<file path="src/core/fes_pkg.sv">
// Package for the flash ECC error status block
package fes_pkg;
  // Register byte offsets
  localparam logic [7:0] FES_STATUS_OFF  = 8'h00;
  localparam logic [7:0] FES_IRQ_EN_OFF  = 8'h04;
  localparam logic [7:0] FES_IRQ_ST_OFF  = 8'h08;
  localparam logic [7:0] FES_IRQ_CLR_OFF = 8'h0C;
  // Field positions
  localparam int FES_DED_BIT    = 27;
  localparam int FES_SEC_BIT    = 26;
  localparam int FES_CNT_LSB    = 0;
  localparam int FES_CNT_W      = 8;
  // Interrupt status/enable bit positions
  localparam int FES_EV_SEC     = 0;
  localparam int FES_EV_DED     = 1;
  localparam int FES_EV_W       = 2;
  // Reset values and response codes
  localparam logic [7:0]  FES_CNT_RST  = 8'h00;
  localparam logic [31:0] FES_ZERO32   = 32'h0000_0000;
  localparam logic [1:0]  FES_RESP_OK  = 2'h0;
  localparam logic [1:0]  FES_RESP_ERR = 2'h2;

  // ECC checker event pulses
  typedef struct packed {
    logic sec;
    logic ded;
  } fes_ecc_ev_t;

  // Software write to status word
  typedef struct packed {
    logic       wr;
    logic [3:0] strb;
    logic [31:0] data;
  } fes_sw_wr_t;
endpackage

</file>
<file path="src/core/fes_err_core.sv">
// Error flags and corrected-error down-counter
`timescale 1ns/10ps
`default_nettype none
module fes_err_core (
  // Clock and reset
  input  wire logic               mclk,
  input  wire logic               nrst,
  input  wire logic               ce,
  // ECC events and software access
  input  wire fes_pkg::fes_ecc_ev_t ev,
  input  wire fes_pkg::fes_sw_wr_t  sw,
  // State
  output logic                    ded_flag,
  output logic                    sec_flag,
  output logic [7:0]              cnt,
  output logic                    sec_set,
  output logic                    ded_set
);
  logic       ded_reg, ded_next;
  logic       sec_reg, sec_next;
  logic [7:0] cnt_reg, cnt_next;

  always_comb begin
    ded_next = ded_reg;
    sec_next = sec_reg;
    cnt_next = cnt_reg;
    // Software write first so hardware set wins over clear
    if (sw.wr && sw.strb[3]) begin
      ded_next = ded_reg & sw.data[fes_pkg::FES_DED_BIT];
      sec_next = sec_reg & sw.data[fes_pkg::FES_SEC_BIT];
    end
    if (sw.wr && sw.strb[0])
      cnt_next = sw.data[7:0];
    // Every corrected error counts, no address filtering
    if (ev.sec) begin
      if (cnt_reg == 8'h00)
        sec_next = 1'b1;
      else
        cnt_next = cnt_reg - 8'h01;
    end
    if (ev.ded)
      ded_next = 1'b1;
  end

  always_ff @(posedge mclk) begin
    if (!nrst) begin
      ded_reg <= 1'b0;
      sec_reg <= 1'b0;
      cnt_reg <= fes_pkg::FES_CNT_RST;
    end else if (ce) begin
      ded_reg <= ded_next;
      sec_reg <= sec_next;
      cnt_reg <= cnt_next;
    end
  end

  assign ded_flag = ded_reg;
  assign sec_flag = sec_reg;
  assign cnt      = cnt_reg;
  assign sec_set  = ev.sec && (cnt_reg == 8'h00);
  assign ded_set  = ev.ded;
endmodule
`default_nettype wire

</file>
<file path="src/core/fes_top.sv">
// AXI4-Lite register front end of the flash ECC error status block
`timescale 1ns/10ps
`default_nettype none
module fes_top (
  // Clock, reset, enable
  input  wire logic        mclk,
  input  wire logic        nrst,
  input  wire logic        ce,
  // ECC checker pulses
  input  wire logic        sec_pulse,
  input  wire logic        ded_pulse,
  // AXI4-Lite write address
  input  wire logic [7:0]  s_awaddr,
  input  wire logic        s_awvalid,
  output logic             s_awready,
  // AXI4-Lite write data
  input  wire logic [31:0] s_wdata,
  input  wire logic [3:0]  s_wstrb,
  input  wire logic        s_wvalid,
  output logic             s_wready,
  // AXI4-Lite write response
  output logic [1:0]       s_bresp,
  output logic             s_bvalid,
  input  wire logic        s_bready,
  // AXI4-Lite read
  input  wire logic [7:0]  s_araddr,
  input  wire logic        s_arvalid,
  output logic             s_arready,
  output logic [31:0]      s_rdata,
  output logic [1:0]       s_rresp,
  output logic             s_rvalid,
  input  wire logic        s_rready,
  // Interrupt
  output logic             irq
);
  fes_pkg::fes_ecc_ev_t ev;
  fes_pkg::fes_sw_wr_t  sw;
  logic       ded_flag, sec_flag, sec_set, ded_set;
  logic [7:0] cnt;

  // Write channel state
  logic [7:0]  awa_reg, awa_next;
  logic        awh_reg, awh_next;
  logic [31:0] wd_reg, wd_next;
  logic [3:0]  ws_reg, ws_next;
  logic        wh_reg, wh_next;
  logic        bv_reg, bv_next;
  logic [1:0]  br_reg, br_next;
  // Read channel state
  logic        rv_reg, rv_next;
  logic [31:0] rd_reg, rd_next;
  logic [1:0]  rr_reg, rr_next;
  // Interrupt state
  logic [1:0]  ist_reg, ist_next;
  logic [1:0]  ien_reg, ien_next;

  // One-hot register select, shared by the write and read channels
  typedef enum logic [4:0] {
    SEL_STATUS  = 5'h01,
    SEL_IRQ_EN  = 5'h02,
    SEL_IRQ_ST  = 5'h04,
    SEL_IRQ_CLR = 5'h08,
    SEL_NONE    = 5'h10
  } fes_sel_t;

  logic     do_wr;
  fes_sel_t wsel;
  fes_sel_t rsel;

  // Address decode; unmapped offsets fall to SEL_NONE
  function automatic fes_sel_t reg_sel(input logic [7:0] a);
    fes_sel_t s;
    if (a == fes_pkg::FES_STATUS_OFF) begin
      s = SEL_STATUS;
    end else if (a == fes_pkg::FES_IRQ_EN_OFF) begin
      s = SEL_IRQ_EN;
    end else if (a == fes_pkg::FES_IRQ_ST_OFF) begin
      s = SEL_IRQ_ST;
    end else if (a == fes_pkg::FES_IRQ_CLR_OFF) begin
      s = SEL_IRQ_CLR;
    end else begin
      s = SEL_NONE;
    end
    return s;
  endfunction

  // One driver for each carrier struct
  assign ev = '{sec: sec_pulse, ded: ded_pulse};

  // Status word with unimplemented bits zero
  function automatic logic [31:0] status_word(input logic d, input logic s,
                                              input logic [7:0] c);
    logic [31:0] w;
    w = fes_pkg::FES_ZERO32;
    w[fes_pkg::FES_DED_BIT] = d;
    w[fes_pkg::FES_SEC_BIT] = s;
    w[7:0] = c;
    return w;
  endfunction

  // Readies drop with ce, so no request is taken while state is frozen.
  // Limitation: B and R handshakes only retire while ce is high.
  assign s_awready = ce && !awh_reg && !bv_reg;
  assign s_wready  = ce && !wh_reg && !bv_reg;
  assign s_arready = ce && !rv_reg;
  assign do_wr     = awh_reg && wh_reg && !bv_reg;
  assign wsel      = reg_sel(awa_reg);
  assign rsel      = reg_sel(s_araddr);

  assign sw = '{wr:   do_wr && (wsel == SEL_STATUS),
                strb: ws_reg,
                data: wd_reg};

  fes_err_core u_core (
    .mclk     (mclk),
    .nrst     (nrst),
    .ce       (ce),
    .ev       (ev),
    .sw       (sw),
    .ded_flag (ded_flag),
    .sec_flag (sec_flag),
    .cnt      (cnt),
    .sec_set  (sec_set),
    .ded_set  (ded_set)
  );

  // Write address, write data and write response channels
  always_comb begin
    awa_next = awa_reg;
    awh_next = awh_reg;
    wd_next  = wd_reg;
    ws_next  = ws_reg;
    wh_next  = wh_reg;
    bv_next  = bv_reg;
    br_next  = br_reg;
    if (s_awvalid && s_awready) begin
      awa_next = s_awaddr;
      awh_next = 1'b1;
    end
    if (s_wvalid && s_wready) begin
      wd_next = s_wdata;
      ws_next = s_wstrb;
      wh_next = 1'b1;
    end
    if (do_wr) begin
      awh_next = 1'b0;
      wh_next  = 1'b0;
      bv_next  = 1'b1;
      // Unmapped offsets answer with an error and change nothing
      if (wsel == SEL_NONE) begin
        br_next = fes_pkg::FES_RESP_ERR;
      end else begin
        br_next = fes_pkg::FES_RESP_OK;
      end
    end else if (bv_reg && s_bready) begin
      bv_next = 1'b0;
    end
  end

  // Interrupt enable and sticky interrupt status
  always_comb begin
    ien_next = ien_reg;
    ist_next = ist_reg;
    if (do_wr && ws_reg[0]) begin
      if (wsel == SEL_IRQ_EN) begin
        ien_next = wd_reg[1:0];
      end else if (wsel == SEL_IRQ_CLR) begin
        ist_next = ist_reg & ~wd_reg[1:0];
      end
    end
    // Hardware set wins over a same-cycle clear
    if (sec_set)
      ist_next[fes_pkg::FES_EV_SEC] = 1'b1;
    if (ded_set)
      ist_next[fes_pkg::FES_EV_DED] = 1'b1;
  end

  always_comb begin
    rv_next = rv_reg;
    rd_next = rd_reg;
    rr_next = rr_reg;
    if (s_arvalid && s_arready) begin
      rv_next = 1'b1;
      rr_next = fes_pkg::FES_RESP_OK;
      rd_next = fes_pkg::FES_ZERO32;
      // Clear register reads as zero through the default above
      if (rsel == SEL_STATUS) begin
        rd_next = status_word(ded_flag, sec_flag, cnt);
      end else if (rsel == SEL_IRQ_EN) begin
        rd_next[1:0] = ien_reg;
      end else if (rsel == SEL_IRQ_ST) begin
        rd_next[1:0] = ist_reg;
      end else if (rsel == SEL_NONE) begin
        rr_next = fes_pkg::FES_RESP_ERR;
      end
    end else if (rv_reg && s_rready) begin
      rv_next = 1'b0;
    end
  end

  // Write channel registers
  always_ff @(posedge mclk) begin
    if (!nrst) begin
      awa_reg <= 8'h00;
      awh_reg <= 1'b0;
      wd_reg  <= fes_pkg::FES_ZERO32;
      ws_reg  <= 4'h0;
      wh_reg  <= 1'b0;
      bv_reg  <= 1'b0;
      br_reg  <= fes_pkg::FES_RESP_OK;
    end else if (ce) begin
      awa_reg <= awa_next;
      awh_reg <= awh_next;
      wd_reg  <= wd_next;
      ws_reg  <= ws_next;
      wh_reg  <= wh_next;
      bv_reg  <= bv_next;
      br_reg  <= br_next;
    end
  end

  // Read channel registers
  always_ff @(posedge mclk) begin
    if (!nrst) begin
      rv_reg <= 1'b0;
      rd_reg <= fes_pkg::FES_ZERO32;
      rr_reg <= fes_pkg::FES_RESP_OK;
    end else if (ce) begin
      rv_reg <= rv_next;
      rd_reg <= rd_next;
      rr_reg <= rr_next;
    end
  end

  // Interrupt registers
  always_ff @(posedge mclk) begin
    if (!nrst) begin
      ist_reg <= 2'h0;
      ien_reg <= 2'h0;
    end else if (ce) begin
      ist_reg <= ist_next;
      ien_reg <= ien_next;
    end
  end

  assign s_bvalid = bv_reg;
  assign s_bresp  = br_reg;
  assign s_rvalid = rv_reg;
  assign s_rdata  = rd_reg;
  assign s_rresp  = rr_reg;
  // Level interrupt from enabled sticky bits
  assign irq = |(ist_reg & ien_reg);
endmodule
`default_nettype wire

</file>
<file path="config.mk">
export PLATFORM = sky130hd
export DESIGN_NAME = fes_top
export DESIGN_NICKNAME = d
export VERILOG_FILES = /design/src/core/fes_pkg.sv /design/src/core/fes_err_core.sv /design/src/core/fes_top.sv
export SDC_FILE = /design/constraint.sdc
export NUM_CORES = 1
export LEC_CHECK = 0
export BUFFER_PORTS_ARGS = -buffer_cell sky130_fd_sc_hd__buf_4
export CORE_MARGIN = 2
export CORE_UTILIZATION = 30
export DETAILED_ROUTE_END_ITERATION = 10
export HOLD_SLACK_MARGIN = 0.03
export RECOVER_POWER = 100
export SLEW_MARGIN = 25
export SYNTH_ARGS = -nofsm -noshare
export SYNTH_HDL_FRONTEND = slang
export SYNTH_SLANG_ARGS = --single-unit
</file>
<file path="constraint.sdc">
create_clock -name mclk -period 1.81 [get_ports mclk]
set_clock_uncertainty 0.1 [all_clocks]
set_input_delay 0.2715 -clock mclk [delete_from_list [all_inputs] [get_ports mclk]]
set_output_delay 0.2715 -clock mclk [all_outputs]
set_load 0.05 [all_outputs]
</file>
==> parameters.txt <==
Parameter                              Value

Layout
  Number of antenna diodes    0
  Fraction of the core area covered by cells at the end of the flow    39.3%
  Summed area of non-filler cells in the final layout    0.00322 sq mm
  Share of cells above drive strength 1    26.6%
  Area used by multi-input combinational logic    0.00139 sq mm
  Area taken by flip-flops and latches    0.00100 sq mm
  Number of filler instances in the final layout    876
  Commonest non-fill, non-tap cells in the layout    sky130_fd_sc_hd__buf_4 (61), sky130_fd_sc_hd__nand2_1 (58), sky130_fd_sc_hd__dfxtp_1 (48)
  Post-layout nets    442
  Synth-to-layout area growth    28.0%
  Commonest non-fill, non-tap cell in the layout    sky130_fd_sc_hd__buf_4

Critical path
  Critical path data required time    1.96 ns
  Depth of the most critical reg-to-reg path    7
  Reg2Reg Capture Point    u_core.cnt[0]
  WP buf/inv    2
  Startpoint of the most critical register-to-register path    u_core.cnt[1]
  Startpoint class of the critical path    flop
  R2R Setup Slk    0.08 ns
  Highest fanout seen on the critical path    4
  Critical path class    flop to flop
  Highest-delay cell along the critical path    sky130_fd_sc_hd__a2111oi_2
  Cells along the critical path    inv_2 > ha_4 > nor3b_2 > clkbuf_4 > a21oi_2 > a2111oi_2 > a41o_1
  Endpoint kind of the worst setup timing path    flop
  Stage delay of the slowest cell on the critical path    0.37 ns
  Arrival time of the worst setup path    1.88 ns
  Gate family responsible for the most delay along the worst path    compound AO/OA/AOI/OAI gates

Die
  Placeable core region    0.00818 sq mm
  Die Y-Extent    95.5 um
  Std-Cell Rows    33
  Starting density of the core    30.7%
  Chip Width    95.5 um
  Die outline area    0.00912 sq mm
  Number of primary I/O pins    104

Synthesis
  Most used flip-flop cell after synthesis    sky130_fd_sc_hd__dfxtp_1
  Number of synthesized register bits    50
  Number of enable-type register cells in the synthesized netlist    0
  Share of synthesized cell area in and, or, nand and nor gates    26.7%
  Fraction of synthesized cell area in xor and xnor cells    0%
  Async set-reset flop share out of synthesis    0%
  Arithmetic-cell share of the synthesized area counting full adders, half adders and majority gates    0.996%
  Multiplexer share of the synthesized area    1.20%
  Unique cell type count in the Yosys netlist    49
  Synth Area per Inst    8.29 sq um
  Netlist area before placement    0.00251 sq mm
  Fraction of the yosys area taken by sequential cells    39.8%
  Number of cells produced by synthesis    303
  Total of warnings raised by yosys    0
  Largest family of logic cells by synthesized area    simple AND/OR/NAND/NOR gates
  Fraction of the mapped netlist area in compound gates    19.4%

Global route
  Remaining Overflow, GRT    0
  Via count of the first global-routing pass    2025
  Wire length of the first global-routing pass    9540 um
  Maximum number of pins on one net before global-route repair    25
  Antenna violations before repair    0
  Total GRT Usage    13.6%

Clock network
  Root cell of the clock tree    sky130_fd_sc_hd__clkbuf_8
  Clock transition at path regs    0.10 ns
  Hold_buf cts    0
  Insertion delay to the later sink of the worst-skew pair    0.31 ns
  Num Clock Sinks    50
  Clock tree from TritonCTS    yes
  H-Tree Level Count    2
  Number of buffers created by CTS    5
  Clock Path Buffers    2

Timing
  Slew at the pin closest to its max-slew limit    0.626 ns
  Max-slew violation count    0
  Final setup violation count    0
  Count of endpoints failing hold in the final timing report    0
  Maximum clock frequency    0.578 GHz
  Final worst path period share    95.6%
  Worst slew margin relative to its limit    58.5%
  Period minus WS final    1.73 ns
  Total negative slack    0 ns

Power and ir drop
  Leak    1.27 nW
  Combinational cell fraction of total power    45.1%
  Pwr dens    1160 mW/mm^2
  Sequential group share of total power    36.0%
  Proportion of power drawn by the clock network    18.9%
  Worst vdd rail ir drop    0.418 mV
  Switching power as a share of total power    37.3%
  Cell-internal power    2.33 mW
  Net Switching    1.39 mW

Place
  Count of buffers from port buffering    55
  Hpwl dp    4590 um
  Routability congestion estimate from global placement    0.820
  Total cell area at the placement stage    0.00310 sq mm

Routing
  Detail Route Antenna Nets    0
  Via count    2234
  Length of the first detailed-routing pass in iterations    4
  Mean routed wirelength per cell    12.7 um
  Number of design rule violations left after detail routing    0
  Avg Vias per Cell    4.62
  First-iteration detailed-routing DRC count    93
  Overall routed net length    6160 um

Run status
  Result of the run    completed

Min path
  Worst min-delay path startpoint    s_awaddr[0]
  Hold depth    3
  WHS Endpoint    awa_reg[0]
  Worst Hold Class    input pin to flop

Flow run
  Max-capacitance violation count    0
worst max path at each step:
stage / start / to / slack [ns] / depth (start not counted)
floorplan: u_core.cnt[0] / u_core.cnt[5] / 0.04 / 6
global placement: u_core.cnt[0] / u_core.cnt[7] / 0.02 / 7
detailed placement: u_core.cnt[0] / u_core.cnt[7] / -0.002 / 7
CTS: awa_reg[2] / u_core.cnt[3] / 0.06 / 5
global route: u_core.cnt[1] / u_core.cnt[0] / -0.06 / 7
finish: u_core.cnt[1] / u_core.cnt[0] / 0.08 / 7
metrics by stage:
step / std cells / hold slack [ns] / power [mW] / setup slack [ns]
2_1_floorplan: 326 / 0.307 / 2.35 / 0.0396
3_3_place_gp: 473 / 0.340 / 2.84 / 0.0167
3_5_place_dp: 473 / 0.348 / 2.84 / -0.00195
4_1_cts: 482 / 0.0888 / 3.60 / 0.0585
5_1_grt: 484 / 0.0777 / 3.96 / -0.0580
6_report: 484 / 0.0982 / 3.72 / 0.0793
timing repair:
| action | CTS | global route |
|---|---|---|
| pin swaps | 2 | 4 |
| setup buffers | 1 | 2 |
| gates resized for setup | 2 | 13 |
| setup endpoints to repair | 4 | 7 |
cell usage after synthesis, types with 3 or more instances:
cell type                  count  share of area (%)
sky130_fd_sc_hd__nand2_1      58                8.7
sky130_fd_sc_hd__dfxtp_1      50                 40
sky130_fd_sc_hd__a21oi_1      30                6.0
sky130_fd_sc_hd__buf_4        25                7.5
sky130_fd_sc_hd__nor2_1       22                3.3
sky130_fd_sc_hd__a22oi_1       8                2.4
sky130_fd_sc_hd__and2_1        8                2.0
sky130_fd_sc_hd__o21ai_0       8                1.6
sky130_fd_sc_hd__clkbuf_1      7                1.0
sky130_fd_sc_hd__inv_1         7                1.0
sky130_fd_sc_hd__a211oi_1      5                1.5
sky130_fd_sc_hd__nand4_1       5                1.2
sky130_fd_sc_hd__nor2b_1       5                1.2
sky130_fd_sc_hd__nand3_1       4               0.80
sky130_fd_sc_hd__nor3_1        4               0.80
sky130_fd_sc_hd__nor3b_1       4                1.2
sky130_fd_sc_hd__nor4b_1       4                1.4
sky130_fd_sc_hd__buf_6         3                1.3
sky130_fd_sc_hd__mux2i_1       3                1.2
layout make-up:
cell class / count / area share [%]
clock inverters: 2 / 0.506
multi-input cells: 231 / 43.3
repair buffers: 83 / 17.5
well taps: 105 / 4.09
flip-flops and latches: 50 / 31.2
clock buffers: 6 / 2.57
inverters: 7 / 0.817
logic make-up after synthesis:
kind of cell	after synthesis
mux	3
compound gates	73
buf+inv	45
fa+ha+maj	2
other cells	1
simple gates	129
flops	50
worst reg2reg max path, cell delays in order, from the launching register on:
cell	delay, ns
sky130_fd_sc_hd__dfxtp_1	0.33
sky130_fd_sc_hd__inv_2	0.08
sky130_fd_sc_hd__ha_4	0.13
sky130_fd_sc_hd__nor3b_2	0.24
sky130_fd_sc_hd__clkbuf_4	0.19
sky130_fd_sc_hd__a21oi_2	0.08
sky130_fd_sc_hd__a2111oi_2	0.37
sky130_fd_sc_hd__a41o_1	0.16
per-layer routing:
layer	vias up	global-route usage (%)	wire length, um
met5	-	0	0
met4	0	2.86	55
met3	5	4.51	400
met2	73	21.2	2780
met1	994	18.4	2930
li1	1162	-	-
power by group through the flow:
stage               Sequential [mW]  Combinational, mW  Clock, mW
finish                         1.34               1.68      0.701
floorplan                      1.36              0.989          0
global route                   1.36               1.82      0.781
global placement               1.35               1.49          0
CTS                            1.33               1.55      0.721
detailed placement             1.35               1.49          0
(Power assumes the default switching activity.)
